--- config.mk ---
export PLATFORM = sky130hd
export DESIGN_NAME = udu_channel
export DESIGN_NICKNAME = d
export VERILOG_FILES = /design/src/logic/udu_mem.v /design/src/logic/udu_channel.v
export VERILOG_INCLUDE_DIRS = /design/src /design/src/logic
export SDC_FILE = /design/constraint.sdc
export NUM_CORES = 1
export LEC_CHECK = 0
export BUFFER_PORTS_ARGS = -buffer_cell sky130_fd_sc_hd__buf_2
export CELL_PAD_IN_SITES_DETAIL_PLACEMENT = 2
export CELL_PAD_IN_SITES_GLOBAL_PLACEMENT = 2
export CORE_MARGIN = 1
export CORE_UTILIZATION = 48
export CTS_CLUSTER_DIAMETER = 80
export DETAILED_ROUTE_END_ITERATION = 16
export PLACE_DENSITY = 0.92
export SYNTH_ARGS = -nofsm -noshare
export SYNTH_HDL_FRONTEND = slang
export SYNTH_SLANG_ARGS = --single-unit
export TNS_END_PERCENT = 20
--- constraint.sdc ---
create_clock -name i_mclk -period 5.35 [get_ports i_mclk]
set_clock_uncertainty 0.15 [all_clocks]
set_input_delay 0 -clock i_mclk [delete_from_list [all_inputs] [get_ports i_mclk]]
set_output_delay 0 -clock i_mclk [all_outputs]
set_load 0.01 [all_outputs]
--- src/logic/udu_regs.vh ---
// register offsets, field positions, reset values and timing counts of the serial channel
`ifndef UDU_REGS_VH
`define UDU_REGS_VH

// register offsets; the line-control divisor-access bit selects the overlays at 0 and 1
`define UDU_OFF_DATA        3'h0
`define UDU_OFF_IER         3'h1
`define UDU_OFF_ISR         3'h2
`define UDU_OFF_LCR         3'h3
`define UDU_OFF_MCR         3'h4
`define UDU_OFF_LSR         3'h5
`define UDU_OFF_MSR         3'h6
`define UDU_OFF_SPR         3'h7

// reset values
`define UDU_RST_IER         8'h00
`define UDU_RST_LCR         8'h00
`define UDU_RST_MCR         8'h00
`define UDU_RST_FCR         8'h00
`define UDU_RST_DIV         16'h0001
`define UDU_RST_SPR         8'h00

// field positions
`define UDU_LCR_DIV_ACCESS  7
`define UDU_LCR_BREAK       6
`define UDU_LCR_PAR_EN      3
`define UDU_LCR_STOP        2
`define UDU_IER_RECEIVER_READY       0
`define UDU_IER_TRANSMIT_EMPTY        1
`define UDU_IER_RXSTAT      2
`define UDU_IER_MODEM       3
`define UDU_IER_SLEEP       4
`define UDU_FCR_FIFO_EN     0
`define UDU_FCR_FLUSH_RX    1
`define UDU_FCR_FLUSH_TX    2
`define UDU_MCR_DTR         0
`define UDU_MCR_RTS         1
`define UDU_MCR_LOOP        4
`define UDU_MCR_FLOW        5

// interrupt status codes, low six bits
`define UDU_ISR_NONE        6'h01
`define UDU_ISR_RXSTAT      6'h06
`define UDU_ISR_RXDATA      6'h04
`define UDU_ISR_TIMEOUT     6'h0C
`define UDU_ISR_TRANSMIT_EMPTY        6'h02
`define UDU_ISR_MODEM       6'h00

// receive queue and timing
`define UDU_FIFO_DEPTH      5'd16
`define UDU_OVERSAMPLE      6'd16
`define UDU_CLK_HZ          200000000
`define UDU_MAX_BPS         920000
`define UDU_MIN_DIVISOR     (`UDU_CLK_HZ / (16 * `UDU_MAX_BPS))

`endif

--- src/logic/udu_mem.v ---
// small register-output memory holding the receive queue entries
`timescale 1ns/1ps
`default_nettype none

module udu_mem #(
  parameter W  = 11,
  parameter AW = 4
) (
  input  wire          i_mclk,
  input  wire          i_resetn,
  input  wire          i_wr,
  input  wire [AW-1:0] i_waddr,
  input  wire [W-1:0]  i_wdata,
  input  wire [AW-1:0] i_raddr,
  output reg  [W-1:0]  o_rdata_q
);
  reg [W-1:0] mem [0:(1<<AW)-1];

  // storage has no reset; only the output register is cleared
  always @(posedge i_mclk) begin
    if (i_wr) begin
      mem[i_waddr] <= i_wdata;
    end
  end

  // read data follows the read address one cycle later
  always @(posedge i_mclk or negedge i_resetn) begin
    if (!i_resetn) begin
      o_rdata_q <= {W{1'b0}};
    end else begin
      o_rdata_q <= mem[i_raddr];
    end
  end
endmodule

`default_nettype wire

--- src/logic/udu_channel.v ---
// one serial channel: register map, transmitter, receiver with queue, modem lines
//
// Contract
// - characters of 5, 6, 7 or 8 data bits
// - even, odd, mark, space or no parity
// - one, one and half, two stop bits
// - bit rate reaches 920 kbit/s per channel
// - system reset sets every register to known state (the receive queue storage is not reset)
// - request and ready outputs high after reset, loopback
// - all modem handshake pins are active low
// - terminal-ready output never affects the transfers
// - ten byte registers, line-control selects the overlay
// - enable bit 0 gates receiver-ready interrupt
// - enable bit 1 gates transmitter-empty interrupt
// - enable bit 2 gates receiver status interrupt
// - enable bit 3 gates modem change interrupt
// - enable bit 4 stops the channel clock
// - core clock multiplied up from crystal reference (the channel has no multiplier; i_mclk stands for that clock)
// - bypass pin low uses external clock directly (the channel only reports it on o_pll_bypassed)
// - host reaches registers through vendor control requests
// - offset 2 is queue control write, status read
// - status shows highest pending of five sources
`timescale 1ns/1ps
`default_nettype none
`include "udu_regs.vh"

module udu_channel (
  input  wire       i_mclk,
  input  wire       i_resetn,
  input  wire [2:0] i_reg_addr,
  input  wire       i_reg_wr,
  input  wire       i_reg_rd,
  input  wire [7:0] i_reg_wdata,
  output reg  [7:0] o_reg_rdata,
  input  wire       i_rx,
  output reg        o_tx,
  input  wire       i_carrier_detect_in_n,
  input  wire       i_set_ready_in_n,
  input  wire       i_clear_to_send_in_n,
  input  wire       i_ring_detect_in_n,
  output reg        o_request_to_send_out_n,
  output reg        o_terminal_ready_out_n,
  input  wire       i_pll_bypass_test_n,
  output reg        o_pll_bypassed,
  output reg        o_irq_pending,
  output wire       o_sleeping
);
  localparam S_IDLE  = 3'd0;
  localparam S_START = 3'd1;
  localparam S_DATA  = 3'd2;
  localparam S_PAR   = 3'd3;
  localparam S_STOP  = 3'd4;

  // control registers
  reg [7:0]  ier_q, lcr_q, mcr_q, fcr_q, spr_q;
  reg [15:0] div_q;
  wire dlab      = lcr_q[`UDU_LCR_DIV_ACCESS];
  wire fifo_mode = fcr_q[`UDU_FCR_FIFO_EN];
  wire loop      = mcr_q[`UDU_MCR_LOOP];
  wire wr_hit    = i_reg_wr;
  wire rd_hit    = i_reg_rd;

  // parity bit for a character: force, odd or even over the valid data bits
  function par_of;
    input [7:0] d;
    input [7:0] line_control_reg;
    reg   [7:0] m;
    begin
      m = d & (8'hFF >> (2'd3 - line_control_reg[1:0]));
      if (line_control_reg[5]) par_of = ~line_control_reg[4];
      else        par_of = line_control_reg[4] ? ^m : ~^m;
    end
  endfunction

  // two-flop synchronisers for every pin input: rx, cts, dsr, ri, cd, bypass
  reg [5:0] sync1_q, sync2_q;
  always @(posedge i_mclk or negedge i_resetn) begin
    if (!i_resetn) begin
      sync1_q <= 6'h3F;
      sync2_q <= 6'h3F;
    end else begin
      sync1_q <= {i_pll_bypass_test_n, i_carrier_detect_in_n, i_ring_detect_in_n,
                  i_set_ready_in_n, i_clear_to_send_in_n, i_rx};
      sync2_q <= sync1_q;
    end
  end

  // asserted modem inputs, active low pins; loopback feeds the control bits back
  wire cts_a = loop ? mcr_q[1] : ~sync2_q[1];
  wire dsr_a = loop ? mcr_q[0] : ~sync2_q[2];
  wire ri_a  = loop ? mcr_q[2] : ~sync2_q[3];
  wire cd_a  = loop ? mcr_q[3] : ~sync2_q[4];

  // 16x baud tick; sleep freezes the divider, which stops the transmitter, the receiver and the receive timeout
  reg  [15:0] baud_cnt_q;
  wire        sleep = ier_q[`UDU_IER_SLEEP];
  wire [15:0] div_m1 = (div_q == 16'h0000) ? 16'h0000 : div_q - 16'h0001;
  wire        tick = ~sleep & (baud_cnt_q == 16'h0000);
  assign o_sleeping = sleep;
  // the 16-bit divisor reaches the top rate with a small divisor at this clock
  always @(posedge i_mclk or negedge i_resetn) begin
    if (!i_resetn) baud_cnt_q <= 16'h0000;
    else if (!sleep) baud_cnt_q <= tick ? div_m1 : baud_cnt_q - 16'h0001;
  end

  // i_mclk stands for the multiplied core clock; the bypass strap is only reported
  always @(posedge i_mclk or negedge i_resetn) begin
    if (!i_resetn) o_pll_bypassed <= 1'b0;
    else o_pll_bypassed <= ~sync2_q[5];
  end

  // transmitter
  reg [2:0] tx_st_q, tx_bit_q;
  reg [5:0] tx_sub_q;
  reg [7:0] tx_sh_q, thr_q;
  reg       tx_line_q, tx_par_q, thr_full_q;
  wire [2:0] last_bit = 3'd4 + {1'b0, lcr_q[1:0]};
  wire [5:0] stop_len = !lcr_q[`UDU_LCR_STOP] ? 6'd16 :
                        (lcr_q[1:0] == 2'b00) ? 6'd24 : 6'd32;
  wire flow_en  = mcr_q[`UDU_MCR_FLOW];
  wire tx_take  = tick & (tx_st_q == S_IDLE) & thr_full_q & (~flow_en | cts_a);
  wire tx_idle  = (tx_st_q == S_IDLE) & ~thr_full_q;

  // serializer; terminal-ready plays no part here
  always @(posedge i_mclk or negedge i_resetn) begin
    if (!i_resetn) begin
      tx_st_q   <= S_IDLE;
      tx_sub_q  <= 6'd0;
      tx_bit_q  <= 3'd0;
      tx_sh_q   <= 8'h00;
      tx_par_q  <= 1'b0;
      tx_line_q <= 1'b1;
    end else if (tick) begin
      tx_sub_q <= tx_sub_q + 6'd1;
      case (tx_st_q)
        S_IDLE: begin
          tx_sub_q <= 6'd0;
          if (tx_take) begin
            tx_st_q   <= S_START;
            tx_sh_q   <= thr_q;
            tx_par_q  <= par_of(thr_q, lcr_q);
            tx_line_q <= 1'b0;
          end
        end
        S_START: if (tx_sub_q == 6'd15) begin
          tx_sub_q  <= 6'd0;
          tx_bit_q  <= 3'd0;
          tx_st_q   <= S_DATA;
          tx_line_q <= tx_sh_q[0];
        end
        S_DATA: if (tx_sub_q == 6'd15) begin
          tx_sub_q <= 6'd0;
          tx_sh_q  <= tx_sh_q >> 1;
          tx_bit_q <= tx_bit_q + 3'd1;
          if (tx_bit_q == last_bit) begin
            tx_st_q   <= lcr_q[`UDU_LCR_PAR_EN] ? S_PAR : S_STOP;
            tx_line_q <= lcr_q[`UDU_LCR_PAR_EN] ? tx_par_q : 1'b1;
          end else begin
            tx_line_q <= tx_sh_q[1];
          end
        end
        S_PAR: if (tx_sub_q == 6'd15) begin
          tx_sub_q  <= 6'd0;
          tx_st_q   <= S_STOP;
          tx_line_q <= 1'b1;
        end
        S_STOP: if (tx_sub_q == stop_len - 6'd1) begin
          tx_st_q <= S_IDLE;
        end
        default: tx_st_q <= S_IDLE;
      endcase
    end
  end

  // break forces the line low; loopback keeps the pin idle
  wire tx_wire = tx_line_q & ~lcr_q[`UDU_LCR_BREAK];
  always @(posedge i_mclk or negedge i_resetn) begin
    if (!i_resetn) o_tx <= 1'b1;
    else o_tx <= loop ? 1'b1 : tx_wire;
  end

  // receiver
  reg [2:0] rx_st_q, rx_bit_q;
  reg [3:0] rx_sub_q;
  reg [7:0] rx_sh_q;
  reg       rx_perr_q, rx_any1_q, rx_push_q;
  reg [10:0] rx_word_q;
  wire rx_in = loop ? tx_wire : sync2_q[0];

  // samples each bit at its centre, 16x oversampled
  always @(posedge i_mclk or negedge i_resetn) begin
    if (!i_resetn) begin
      rx_st_q   <= S_IDLE;
      rx_sub_q  <= 4'd0;
      rx_bit_q  <= 3'd0;
      rx_sh_q   <= 8'h00;
      rx_perr_q <= 1'b0;
      rx_any1_q <= 1'b0;
      rx_push_q <= 1'b0;
      rx_word_q <= 11'h000;
    end else begin
      rx_push_q <= 1'b0;
      if (tick) begin
        rx_sub_q <= rx_sub_q + 4'd1;
        case (rx_st_q)
          S_IDLE: begin
            rx_sub_q <= 4'd0;
            if (!rx_in) rx_st_q <= S_START;
          end
          S_START: if (rx_sub_q == 4'd7) begin
            rx_sub_q  <= 4'd0;
            rx_bit_q  <= 3'd0;
            rx_sh_q   <= 8'h00;
            rx_any1_q <= 1'b0;
            rx_perr_q <= 1'b0;
            rx_st_q   <= rx_in ? S_IDLE : S_DATA; // glitch rejected
          end
          S_DATA: if (rx_sub_q == 4'd15) begin
            rx_sh_q[rx_bit_q] <= rx_in;
            rx_any1_q <= rx_any1_q | rx_in;
            rx_bit_q  <= rx_bit_q + 3'd1;
            if (rx_bit_q == last_bit) rx_st_q <= lcr_q[`UDU_LCR_PAR_EN] ? S_PAR : S_STOP;
          end
          S_PAR: if (rx_sub_q == 4'd15) begin
            rx_perr_q <= rx_in ^ par_of(rx_sh_q, lcr_q);
            rx_any1_q <= rx_any1_q | rx_in;
            rx_st_q   <= S_STOP;
          end
          S_STOP: if (rx_sub_q == 4'd15) begin
            // only the first stop bit is checked, so short gaps are accepted
            rx_push_q <= 1'b1;
            rx_word_q <= {~rx_any1_q & ~rx_in, ~rx_in, rx_perr_q, rx_sh_q};
            rx_st_q   <= S_IDLE;
          end
          default: rx_st_q <= S_IDLE;
        endcase
      end
    end
  end

  // receive queue: sixteen entries in queue mode, one in byte mode
  reg  [3:0]  rd_ptr_q, wr_ptr_q;
  reg  [4:0]  rx_cnt_q;
  wire [10:0] head;
  wire [4:0]  depth   = fifo_mode ? `UDU_FIFO_DEPTH : 5'd1;
  wire        rx_full = (rx_cnt_q >= depth);
  wire        push    = rx_push_q & ~rx_full;
  wire        rd_data = rd_hit & (i_reg_addr == `UDU_OFF_DATA) & ~dlab;
  wire        pop     = rd_data & (rx_cnt_q != 5'd0);
  wire        fcr_wr  = wr_hit & (i_reg_addr == `UDU_OFF_ISR);
  wire        rx_flush = fcr_wr & (i_reg_wdata[`UDU_FCR_FLUSH_RX] |
                         (i_reg_wdata[`UDU_FCR_FIFO_EN] != fifo_mode));

  udu_mem #(.W(11), .AW(4)) u_rxq (
    .i_mclk    (i_mclk),
    .i_resetn  (i_resetn),
    .i_wr      (push),
    .i_waddr   (wr_ptr_q),
    .i_wdata   (rx_word_q),
    .i_raddr   (rd_ptr_q),
    .o_rdata_q (head)
  );

  // queue pointers; a flush empties it at once
  always @(posedge i_mclk or negedge i_resetn) begin
    if (!i_resetn) begin
      rd_ptr_q <= 4'd0;
      wr_ptr_q <= 4'd0;
      rx_cnt_q <= 5'd0;
    end else if (rx_flush) begin
      rd_ptr_q <= 4'd0;
      wr_ptr_q <= 4'd0;
      rx_cnt_q <= 5'd0;
    end else begin
      if (push) wr_ptr_q <= wr_ptr_q + 4'd1;
      if (pop)  rd_ptr_q <= rd_ptr_q + 4'd1;
      rx_cnt_q <= rx_cnt_q + {4'd0, push} - {4'd0, pop};
    end
  end

  // trigger level; byte mode always uses one
  reg [4:0] trig;
  always @* begin
    case (fcr_q[7:6])
      2'b00:   trig = 5'd1;
      2'b01:   trig = 5'd4;
      2'b10:   trig = 5'd8;
      default: trig = 5'd14;
    endcase
    if (!fifo_mode) trig = 5'd1;
  end

  // receive timeout: four character times of silence with data waiting
  reg  [9:0] to_cnt_q;
  wire [3:0] char_bits = 4'd7 + {2'd0, lcr_q[1:0]} + {3'd0, lcr_q[`UDU_LCR_PAR_EN]};
  wire       timeout   = (to_cnt_q >= {char_bits, 6'd0});
  always @(posedge i_mclk or negedge i_resetn) begin
    if (!i_resetn) to_cnt_q <= 10'd0;
    else if (push | pop | rx_flush | ~fifo_mode | (rx_cnt_q == 5'd0)) to_cnt_q <= 10'd0;
    else if (tick & ~timeout) to_cnt_q <= to_cnt_q + 10'd1;
  end

  // line status error flags; a new error wins over the clearing read
  reg  ovr_q, pe_q, fe_q, brk_q;
  wire rd_lsr = rd_hit & (i_reg_addr == `UDU_OFF_LSR);
  always @(posedge i_mclk or negedge i_resetn) begin
    if (!i_resetn) begin
      ovr_q <= 1'b0;
      pe_q  <= 1'b0;
      fe_q  <= 1'b0;
      brk_q <= 1'b0;
    end else begin
      ovr_q <= (rx_push_q & rx_full) | (ovr_q & ~rd_lsr);
      pe_q  <= (push & rx_word_q[8])  | (pe_q  & ~rd_lsr);
      fe_q  <= (push & rx_word_q[9])  | (fe_q  & ~rd_lsr);
      brk_q <= (push & rx_word_q[10]) | (brk_q & ~rd_lsr);
    end
  end
  wire [7:0] line_status_reg = {fifo_mode & (pe_q | fe_q | brk_q), tx_idle, ~thr_full_q,
                    brk_q, fe_q, pe_q, ovr_q, rx_cnt_q != 5'd0};

  // modem status: deltas latch until the status read, set wins
  reg  [3:0] mdm_prev_q, mdm_dlt_q;
  wire [3:0] mdm_now = {cd_a, ri_a, dsr_a, cts_a};
  wire [3:0] mdm_chg = {mdm_now[3] ^ mdm_prev_q[3], ~mdm_now[2] & mdm_prev_q[2],
                        mdm_now[1:0] ^ mdm_prev_q[1:0]};
  wire       rd_msr  = rd_hit & (i_reg_addr == `UDU_OFF_MSR);
  always @(posedge i_mclk or negedge i_resetn) begin
    if (!i_resetn) begin
      mdm_prev_q <= 4'h0;
      mdm_dlt_q  <= 4'h0;
    end else begin
      mdm_prev_q <= mdm_now;
      mdm_dlt_q  <= mdm_chg | (mdm_dlt_q & {4{~rd_msr}});
    end
  end

  // interrupt status, highest priority first
  reg  [5:0] isr_lo;
  reg        transmit_empty_int_q;
  wire rx_stat_int = ier_q[`UDU_IER_RXSTAT] & (ovr_q | pe_q | fe_q | brk_q);
  wire rx_data_int = ier_q[`UDU_IER_RECEIVER_READY] & (rx_cnt_q >= trig);
  wire to_int      = ier_q[`UDU_IER_RECEIVER_READY] & timeout;
  wire transmit_empty_int    = ier_q[`UDU_IER_TRANSMIT_EMPTY] & transmit_empty_int_q;
  wire modem_int   = ier_q[`UDU_IER_MODEM] & (|mdm_dlt_q);
  always @* begin
    if (rx_stat_int)      isr_lo = `UDU_ISR_RXSTAT;
    else if (rx_data_int) isr_lo = `UDU_ISR_RXDATA;
    else if (to_int)      isr_lo = `UDU_ISR_TIMEOUT;
    else if (transmit_empty_int)    isr_lo = `UDU_ISR_TRANSMIT_EMPTY;
    else if (modem_int)   isr_lo = `UDU_ISR_MODEM;
    else                  isr_lo = `UDU_ISR_NONE;
  end
  wire [7:0] interrupt_status_reg = {fifo_mode, fifo_mode, isr_lo};

  // holding register and its empty interrupt
  wire thr_wr  = wr_hit & (i_reg_addr == `UDU_OFF_DATA) & ~dlab;
  wire rd_isr3 = rd_hit & (i_reg_addr == `UDU_OFF_ISR) & (isr_lo == `UDU_ISR_TRANSMIT_EMPTY);
  wire tx_flush = fcr_wr & i_reg_wdata[`UDU_FCR_FLUSH_TX];
  always @(posedge i_mclk or negedge i_resetn) begin
    if (!i_resetn) begin
      thr_q      <= 8'h00;
      thr_full_q <= 1'b0;
      transmit_empty_int_q <= 1'b0;
    end else begin
      if (thr_wr) thr_q <= i_reg_wdata;
      thr_full_q <= thr_wr | (thr_full_q & ~tx_take & ~tx_flush);
      // emptying sets it, a write or the level-3 status read clears it
      transmit_empty_int_q <= ((tx_take | tx_flush) & thr_full_q) | (transmit_empty_int_q & ~thr_wr & ~rd_isr3);
    end
  end

  // register writes; the divisor-access bit picks the overlay at 0 and 1
  always @(posedge i_mclk or negedge i_resetn) begin
    if (!i_resetn) begin
      ier_q <= `UDU_RST_IER;
      lcr_q <= `UDU_RST_LCR;
      mcr_q <= `UDU_RST_MCR;
      fcr_q <= `UDU_RST_FCR;
      div_q <= `UDU_RST_DIV;
      spr_q <= `UDU_RST_SPR;
    end else if (wr_hit) begin
      case (i_reg_addr)
        `UDU_OFF_DATA: if (dlab) div_q[7:0] <= i_reg_wdata;
        `UDU_OFF_IER:  if (dlab) div_q[15:8] <= i_reg_wdata; else ier_q <= {3'b000, i_reg_wdata[4:0]};
        `UDU_OFF_ISR:  fcr_q <= {i_reg_wdata[7:6], 5'b00000, i_reg_wdata[0]}; // flush bits self-clear
        `UDU_OFF_LCR:  lcr_q <= i_reg_wdata;
        `UDU_OFF_MCR:  mcr_q <= {2'b00, i_reg_wdata[5:0]};
        `UDU_OFF_SPR:  spr_q <= i_reg_wdata;
        default: ;
      endcase
    end
  end

  // read data register, captured on the read strobe; the host's vendor requests end here
  always @(posedge i_mclk or negedge i_resetn) begin
    if (!i_resetn) o_reg_rdata <= 8'h00;
    else if (rd_hit) begin
      case (i_reg_addr)
        `UDU_OFF_DATA: o_reg_rdata <= dlab ? div_q[7:0] : head[7:0];
        `UDU_OFF_IER:  o_reg_rdata <= dlab ? div_q[15:8] : ier_q;
        `UDU_OFF_ISR:  o_reg_rdata <= interrupt_status_reg;
        `UDU_OFF_LCR:  o_reg_rdata <= lcr_q;
        `UDU_OFF_MCR:  o_reg_rdata <= mcr_q;
        `UDU_OFF_LSR:  o_reg_rdata <= line_status_reg;
        `UDU_OFF_MSR:  o_reg_rdata <= {mdm_now, mdm_dlt_q};
        default:       o_reg_rdata <= spr_q;
      endcase
    end
  end

  // modem outputs: active low, held inactive in loopback; auto flow drops request at trigger
  always @(posedge i_mclk or negedge i_resetn) begin
    if (!i_resetn) begin
      o_request_to_send_out_n <= 1'b1;
      o_terminal_ready_out_n  <= 1'b1;
      o_irq_pending           <= 1'b0;
    end else begin
      o_request_to_send_out_n <= loop | ~mcr_q[`UDU_MCR_RTS] | (flow_en & (rx_cnt_q >= trig));
      o_terminal_ready_out_n  <= loop | ~mcr_q[`UDU_MCR_DTR];
      o_irq_pending           <= ~isr_lo[0];
    end
  end
endmodule

`default_nettype wire

==> metrics, run 1 <==
unrepaired setup endpoints after global routing no; failing checks hold timing; status finished with violations; Sinks on Clock Net between 300 and 400; total number of vias around 12000; row cnt 64; routability cong. slightly above 0.9; syn_nets 1278; DP Worst Slack ~1.5 ns; Syn Inst Count about 1200; Core ar. between 0.03 and 0.04 mm2; clock power share 0.316; Slew headroom 0.08472; synth warn 0; Int Pwr around 5.0 mW; Slew Viols, Final 0; fraction of layout cells with a size suffix above 1 0.1980; Seq pwr share 0.435; Setup Viol. Count Final 0; register area share after synthesis 0.5733; async set-reset flop share out of synthesis 0.6025; CTS tree yes; switching pwr about 2.7 mW; post-CTS sizing 0; nets 1327; hold slack final -0.01638 ns; setup ws final approximately 1.0 ns; chip height 180 um; Hold Crit Class primary input to async pin; Sw Share 0.3504; Clock Pin Slew Worst Setup and Hold Paths about 0.070 ns; vias in the first global route between 10000 and 15000; first-pass GRT wire length 90890 um; area of the die 0.03240 mm2; Synth Register Bits 322; Clock Tree Buf Depth 3; Worst setup EP type flip-flop; Initial Util 0.4920; Achievable Freq about 230 MHz; DRT antenna net count 0; most frequent cells in the layout dfrtp_1, edfxtp_1, o21ai_0; Worst setup SP type flip-flop; Die Span X 180 um; number of flops mapped to enable cells by yosys between 100 and 150; Overflow after GRT 0; most common cell after layout, fill and taps aside dfrtp_1; DR vias/cell 6.952; Pleak about 6.8 nW; Setup TNS 0 ns; DR iter-0 viols 1200; Tmin final roughly 4.3 ns; max_cap viols 0; Avg Inst Size Synth 12.45 um2; aggregate routed wire length between 50000 and 60000 um; Overall Global Routing Usage 0.3806; top_reg_cell synth dfrtp_1; Setup Fix Bufs, Post-CTS 0; Logic pwr share 0.248; CP required between 5 and 6 ns; I/O Pins 35; Post-route DRC 0; CP max FO 12; Netlist cell types between 80 and 90; post-detail-place hpwl 35000 um; VDD IR-drop max 310.7 uV; Ant. Diodes 0; initial antenna violation count 3; area grow syn2layout 12.33%; hold_buf cts 22; Root Driver clkbuf_16; Final Hold Fails 4; Worst-Margin Slew between 1 and 1.5 ns; pwr/cell area 449.8 mW/mm2; TritonCTS Buffers 35; largest net degree at the start of global routing approximately 100; Final period util 0.8077; CTS H-Tree Depth 2; drt first pass iters 5; WL/cell around 35 um; worst reg-to-reg path cell count 14; clk_lat worst skew ~0.53 ns; IO Port Bufs 34; Synth Cell Area roughly 0.015 mm2; Worst EP arrival between 4 and 5 ns; worst setup path class flip-flop to flip-flop
==> cells by family (layout without fill, tap and decap cells) <==
kind of cell	Yosys count	after routing	synth area share
adder cells (fa/ha/maj)	35	35	0.02929
flip-flops	322	322	0.5733
AO/OA/AOI/OAI	247	247	0.1046
XOR/XNOR	51	51	0.03028
buffers and inverters	120	196	0.03028
multiplexers	134	134	0.1275
AND/OR/NAND/NOR	313	313	0.1046
==> power by group through the flow <==
stage               registers, mW  clock network (mW)  logic (mW)
detailed placement           3.33                   0        1.72
floorplan                    3.10                   0        1.25
global placement             3.28                   0        1.55
CTS                          3.32                2.44        1.87
finish                       3.35                2.43        1.91
global route                 3.36                2.52        2.01
==> path summary, 6_finish.rpt <==
path	from	endpoint	slack [ns]
worst max-delay path	fcr_q[0]	rx_cnt_q[4]	1.03
worst min-delay path	i_resetn	mdm_dlt_q[1]	-0.02
worst max register to register	fcr_q[0]	rx_cnt_q[4]	1.03
worst min register to register	sync1_q[5]	sync2_q[5]	0.21
max in group asynchronous	i_resetn	rx_word_q[3]	3.63
min in group i_mclk	i_reg_wr	mcr_q[5]	0.04
==> stage by stage <==
stage	area [um2]	hold WS, ns	cells	total power, mW	utilization
finish	17080	-0.01638	1694	7.684	0.5527
global route	17080	0.03872	1694	7.897	0.5527
CTS	17080	0.01264	1694	7.620	0.5525
detailed placement	15770	-0.04249	1608	5.048	0.5102
global placement	15770	-0.04428	1608	4.835	0.5102
floorplan	15210	-0.4456	1222	4.356	-
==> routing by layer <==
layer | routed length (um) | GRT usage | vias up
met5 | 41 | 0 | -
met4 | 4296 | 0.2469 | 6
met3 | 3870 | 0.06503 | 274
met2 | 29840 | 0.6434 | 713
met1 | 21900 | 0.4507 | 6151
li1 | - | - | 4632
==> worst max-delay path, cell delays in order, from the launching register on <==
cell       delay (ns)
dfrtp_1          0.52
inv_1            0.17
ha_1             0.33
nand3b_1         0.14
o2111ai_1        0.21
a211oi_1         0.37
buf_4            0.27
inv_1            0.19
ha_1             0.34
ha_1             0.24
fa_1             0.45
a21oi_1          0.22
nor2_1           0.09
or3_1            0.37
a21oi_1          0.17
==> synth_stat cells, types with 6 or more instances <==
cell type,count,share of area
ha_1,34,0.028
inv_1,60,0.015
nor4_1,15,0.0062
a31oi_1,18,0.0074
o31ai_1,9,0.0044
and3_1,9,0.0037
a211oi_1,8,0.0039
mux2_2,78,0.058
a21oi_1,43,0.014
o211ai_1,8,0.0039
or3_1,17,0.0070
nor3_1,27,0.0089
and2_1,8,0.0033
nor2_1,66,0.016
dfrtp_1,177,0.29
nand4_1,12,0.0049
nor2b_1,9,0.0037
edfxtp_1,128,0.25
xor2_1,12,0.0069
xnor2_1,38,0.022
mux2i_1,16,0.011
o21ai_0,96,0.032
nand2_1,91,0.022
nand3_1,25,0.0082
clkbuf_1,47,0.012
a22o_1,6,0.0035
mux4_2,40,0.059
buf_1,10,0.0025
dfstp_2,17,0.029
==> final cells by class <==
class	instances	area [um2]
well taps	396	495.5
fillers	2809	13830
flip-flops and latches	322	8722
clock buffers	53	973.4
inverters	60	225.2
clock inverters	11	113.9
multi-input cells	780	6035
repair buffers	72	519.2
==> registers in the layout, summed over array words and instances (netlist names), 5 cells and up <==
| name | cells |
|---|---|
| o_reg_rdata | 8 |
| tx_sub_q | 6 |
| spr_q | 8 |
| thr_q | 8 |
| mcr_q | 6 |
| u_rxq.mem | 128 |
| to_cnt_q | 10 |
| ier_q | 5 |
| u_rxq.o_rdata_q | 8 |
| sync1_q | 6 |
| sync2_q | 6 |
| tx_sh_q | 8 |
| lcr_q | 8 |
| rx_cnt_q | 5 |
| div_q | 16 |
| baud_cnt_q | 16 |
| rx_word_q | 11 |
| rx_sh_q | 8 |
Power figures use the tool's default switching activity.
==> run 2: changes to the inputs <==
--- a/config.mk
+++ b/config.mk
@@ -10,10 +10,10 @@
 export CELL_PAD_IN_SITES_DETAIL_PLACEMENT = 2
 export CELL_PAD_IN_SITES_GLOBAL_PLACEMENT = 2
 export CORE_MARGIN = 1
-export CORE_UTILIZATION = 48
+export CORE_UTILIZATION = 44
 export CTS_CLUSTER_DIAMETER = 80
 export DETAILED_ROUTE_END_ITERATION = 16
-export PLACE_DENSITY = 0.92
+export PLACE_DENSITY = 0.86
 export SYNTH_ARGS = -nofsm -noshare
 export SYNTH_HDL_FRONTEND = slang
 export SYNTH_SLANG_ARGS = --single-unit
==> constraint.sdc (replaced) <==
create_clock -name i_mclk -period 4.05 [get_ports i_mclk]
set_clock_uncertainty 0.15 [all_clocks]
set_input_delay 0 -clock i_mclk [delete_from_list [all_inputs] [get_ports i_mclk]]
set_output_delay 0 -clock i_mclk [all_outputs]
set_load 0.01 [all_outputs]
==> metrics, run 2 (synthesis results as in run 1) <==
Worst EP arrival roughly 4.2 ns; Seq pwr share 0.430; area of the die 0.03531 mm2; Logic pwr share 0.236; clk_lat worst skew ~0.57 ns; CP max FO 8; Overall Global Routing Usage 0.3166; row cnt 67; IO Port Bufs 34; fill count 3151; switching pwr about 3.4 mW; area grow syn2layout 14.10%; Pleak 6.900 nW; worst setup path class flip-flop to flip-flop; Slew Viols, Final 0; hold slack final roughly 0.018 ns; Int Pwr 6.703 mW; DR vias/cell approximately 6.4; fraction of layout cells with a size suffix above 1 0.2096; Largest register FFs approximately 130; first-pass GRT wire length slightly above 80000 um; most common cell after layout, fill and taps aside dfrtp_1; Tmin final 3.924 ns; aggregate routed wire length about 55000 um; Initial Util 0.4502; Worst-Margin Slew 1.030 ns; biggest regs u_rxq.mem (128), baud_cnt_q (16), div_q (16); post-detail-place hpwl between 30000 and 40000 um; largest net degree at the start of global routing 116; CTS H-Tree Depth 2; Root Driver clkbuf_16; total number of vias between 10000 and 15000; unrepaired setup endpoints after global routing no; Slew headroom 0.3131; Clock Pin Slew Worst Setup and Hold Paths 0.06 ns; CTS tree yes; max_cap viols 0; Worst setup EP type flip-flop; total power between 10 and 15 mW; R2R Path End rx_cnt_q[4]; drt first pass iters 5; chip height 187.9 um; Top reg by flops u_rxq.mem; placed cell count around 1700; Sw Share 0.3377; status finished, final reports clean; I/O Pins 35; Final Hold Fails 0; Ant. Diodes 0; setup ws final between 0.1 and 0.15 ns; Post-route DRC 0; DP Worst Slack ~0.26 ns; VDD IR-drop max ~340 uV; clock power share 0.334; most frequent cells in the layout dfrtp_1, edfxtp_1, o21ai_0; WL/cell between 30 and 40 um; Die Span X between 150 and 200 um; Setup TNS 0 ns; nets between 1000 and 1500; Overflow after GRT 0; Worst setup SP type flip-flop; Hold Crit Class primary input to async pin; FF-to-FF setup slack between 0.1 and 0.15 ns; Clock Tree Buf Depth 3; Achievable Freq 254.9 MHz; Setup Viol. Count Final 0; worst reg-to-reg path cell count 13; DR iter-0 viols approximately 830; Final period util 0.9688; non-filler cells, final approximately 1800; Sinks on Clock Net ~320; CP required 4.36 ns; pwr/cell area between 500 and 600 mW/mm2; Worst R2R Start fcr_q[0]; DRT antenna net count 0; Core ar. ~0.034 mm2; routability cong. 0.8591; TritonCTS Buffers 36; vias in the first global route between 10000 and 15000; Setup Fix Bufs, Post-CTS 0; initial antenna violation count 0
## run 2: changes by cell type in the layout (fill, tap and decap cells not counted), moves of 2 or more
cell	delta
dlygate4sd3_1	+2
buf_4	+9
clkbuf_1	-6
clkbuf_8	+4
inv_6	-3
clkinv_8	+3
clkinv_2	+2
## run 2: worst max path at each step
| stage | from | end | slack (ns) | cells past startpoint |
|---|---|---|---|---|
| after CTS | fcr_q[0] | rx_cnt_q[4] | 0.10 | 13 |
| after global placement | fcr_q[0] | rx_cnt_q[4] | 0.60 | 13 |
| final | fcr_q[0] | rx_cnt_q[4] | 0.13 | 13 |
| after floorplan | fcr_q[0] | rx_cnt_q[4] | 0.40 | 15 |
| after detailed placement | fcr_q[0] | rx_cnt_q[4] | 0.26 | 13 |
| after global routing | fcr_q[0] | rx_cnt_q[4] | 0.04 | 13 |
## run 2: area by class of cell
type	count	area, um2	area share
clock buffer	52	1031	0.05941
inverter	60	225.2	0.01298
tap	448	560.5	0.03230
sequential	322	8722	0.5026
multi-input combinational	780	6033	0.3477
timing repair buffer	84	626.9	0.03612
clock inverter	14	153.9	0.008869
## run 2: timing repair
item | CTS | global route
endpoints found under the hold margin | 177 | 0
hold buffers | 24 | 0
resized for setup | 0 | 1
endpoints found under the setup margin | 0 | 1
## run 2: power groups by stage
stage	logic, mW	registers [mW]	clock network (mW)
6_report	2.39	4.35	3.38
5_1_grt	2.58	4.40	3.49
4_1_cts	2.38	4.33	3.38
3_5_place_dp	2.27	4.37	0
3_3_place_gp	2.08	4.33	0
2_1_floorplan	1.64	4.10	0
## run 2: worst max-delay path, cell delays in order (launching register included)
cell,delay [ns]
dfrtp_1,0.54
inv_1,0.18
ha_1,0.34
nand3b_1,0.10
o2111ai_1,0.18
a211oi_2,0.35
inv_1,0.24
ha_1,0.34
ha_1,0.22
fa_1,0.42
a21oi_1,0.18
nor2_1,0.08
or3_1,0.35
a21oi_1,0.17
## run 2: through the flow
| stage | utilization | cell area (um2) |
|---|---|---|
| 2_1_floorplan | - | 15210 |
| 4_1_cts | 0.5135 | 17350 |
| 3_3_place_gp | 0.4713 | 15920 |
| 6_report | 0.5136 | 17350 |
| 5_1_grt | 0.5136 | 17350 |
| 3_5_place_dp | 0.4713 | 15920 |
## run 2: layer usage
| layer | global-route usage | up-vias | wire [um] |
|---|---|---|---|
| li1 | - | 4665 | - |
| met1 | 0.3770 | 5965 | 21320 |
| met2 | 0.5594 | 435 | 28230 |
| met3 | 0.04585 | 170 | 2444 |
| met4 | 0.1567 | 0 | 2640 |
| met5 | 0 | - | 0 |
==> run 3: changes to the inputs <==
--- a/config.mk
+++ b/config.mk
@@ -11,9 +11,10 @@
 export CELL_PAD_IN_SITES_GLOBAL_PLACEMENT = 2
 export CORE_MARGIN = 1
 export CORE_UTILIZATION = 44
-export CTS_CLUSTER_DIAMETER = 80
+export CTS_CLUSTER_DIAMETER = 100
 export DETAILED_ROUTE_END_ITERATION = 16
 export PLACE_DENSITY = 0.86
+export RECOVER_POWER = 50
 export SYNTH_ARGS = -nofsm -noshare
 export SYNTH_HDL_FRONTEND = slang
 export SYNTH_SLANG_ARGS = --single-unit
==> metrics, run 3 (synthesis results as in run 1) <==
Worst setup SP type flip-flop; chip height between 150 and 200 um; VDD IR-drop max about 330 uV; Final period util 0.9681; Worst-Margin Slew around 3.1 ns; critical-path cell list inv_1 -> ha_1 -> nand3b_1 -> o2111ai_1 -> a211oi_2 -> inv_1 -> ha_1 -> ha_1 -> fa_1 -> a21oi_1 -> nor2_1 -> or3_1 -> a21oi_1; Worst setup EP type flip-flop; CTS H-Tree Depth 2; Hold Crit Class primary input to flip-flop; area grow syn2layout 13.73%; Top reg by flops u_rxq.mem; I/O Pins 35; worst setup path class flip-flop to flip-flop; initial antenna violation count 0; largest net degree at the start of global routing roughly 120; fraction of layout cells with a size suffix above 1 0.1944; unrepaired setup endpoints after global routing no; clk_lat worst skew between 0.5 and 0.6 ns; pwr/cell area roughly 580 mW/mm2; failing checks capacitance limit, slew limit; drt first pass iters 5; CP max FO 8; TritonCTS Buffers 36; IO Port Bufs 34; Slew headroom -1.099; most frequent cells in the layout dfrtp_1, edfxtp_1, o21ai_0; row cnt 67; CP required roughly 4.4 ns; CP most frequent cell ha_1; non-filler cells, final 1760; Initial Util 0.4502; Core ar. about 0.034 mm2; nets ~1300; Setup TNS 0 ns; Overflow after GRT 0; max_cap viols 2; Achievable Freq 255.0 MHz; hold depth 3; Setup Viol. Count Final 0; Root Driver clkbuf_16; DRT antenna net count 0; cell at the slowest stage of the critical path dfrtp_1; most common cell after layout, fill and taps aside dfrtp_1; Worst EP arrival 4.23 ns; Die Span X between 150 and 200 um; Max stage delay on crit path 0.54 ns; post-detail-place hpwl approximately 34000 um; Setup Fix Bufs, Post-CTS 0; first-pass GRT wire length around 83000 um; WL/cell just over 30 um; area of the die 0.03531 mm2; Pleak about 6.8 nW; Post-route DRC 0; Clock Tree Buf Depth 3; Slew Viols, Final between 150 and 200; DR iter-0 viols 780; Final Hold Fails 0; routability cong. 0.8591; biggest regs u_rxq.mem (128), baud_cnt_q (16), div_q (16); Clock Pin Slew Worst Setup and Hold Paths 0.07 ns; status finished with violations; total number of vias 11220; Overall Global Routing Usage 0.3166; Ant. Diodes 0; aggregate routed wire length around 55000 um; Sinks on Clock Net between 300 and 400; placed cell count about 1700; Largest register FFs ~130; CTS tree yes; Tmin final about 3.9 ns; fill count between 3000 and 4000; worst reg-to-reg path cell count 13; vias in the first global route between 10000 and 15000; DR vias/cell ~6.4
## run 3: per-stage QoR
stage	setup slack [ns]	total power [mW]	hold WS [ns]	util	instance area (um2)
4_1_cts	0.1025	10.09	0.009690	0.5135	17350
3_5_place_dp	0.2645	6.642	-0.04106	0.4713	15920
5_1_grt	0.04327	10.45	0.02119	0.5120	17300
6_report	0.1291	10.11	0.03992	0.5120	17300
3_3_place_gp	0.5966	6.407	-0.04351	0.4713	15920
2_1_floorplan	0.3954	5.737	-0.4456	-	15210
## run 3: final cells by class
type / count / area [um2] / area share
repair buffers: 84 / 576.8 / 0.03335
flip-flops and latches: 322 / 8722 / 0.5043
multi-input cells: 780 / 6027 / 0.3485
clock buffers: 52 / 1031 / 0.05961
clock inverters: 14 / 153.9 / 0.008898
inverters: 60 / 225.2 / 0.01302
well taps: 448 / 560.5 / 0.03241
## run 3: where the power goes
| part | switching [mW] | total, mW | internal [mW] |
|---|---|---|---|
| Clock | 1.46 | 3.38 | 1.92 |
| Sequential | 0.596 | 4.35 | 3.76 |
| Combinational | 1.36 | 2.38 | 1.02 |
| Total | 3.42 | 10.1 | 6.69 |
## run 3: worst paths after layout
| kind | start | end | slack (ns) |
|---|---|---|---|
| max | fcr_q[0] | rx_cnt_q[4] | 0.13 |
| min | i_reg_wr | div_q[0] | 0.04 |
| max reg2reg | fcr_q[0] | rx_cnt_q[4] | 0.13 |
| min reg2reg | sync1_q[5] | sync2_q[5] | 0.20 |
| max in group asynchronous | i_resetn | rx_sh_q[4] | 0.60 |
| min in group asynchronous | i_resetn | mdm_dlt_q[3] | 0.84 |
## run 3: metal layers
| layer | track usage | vias to the layer above | wire, um |
|---|---|---|---|
| met5 | 0 | - | 0 |
| met1 | 0.3770 | 5970 | 21190 |
| met4 | 0.1567 | 0 | 2641 |
| li1 | - | 4655 | - |
| met3 | 0.04585 | 168 | 2552 |
| met2 | 0.5594 | 427 | 28200 |
## run 3: timing repair
action | CTS | global route
endpoints found under the setup margin | 0 | 1
endpoints found under the hold margin | 177 | 0
gates resized for setup | 0 | 1
hold buffers | 24 | 0
## run 3: worst max-delay path: cells and delay by family, from the launching register on
kind / cells / cell delay (ns)
DFF: 1 / 0.54
buffers and inverters: 2 / 0.42
adders and majority gates: 4 / 1.31
and+or+nand+nor: 3 / 0.53
AOI/OAI and AO/OA: 4 / 0.88
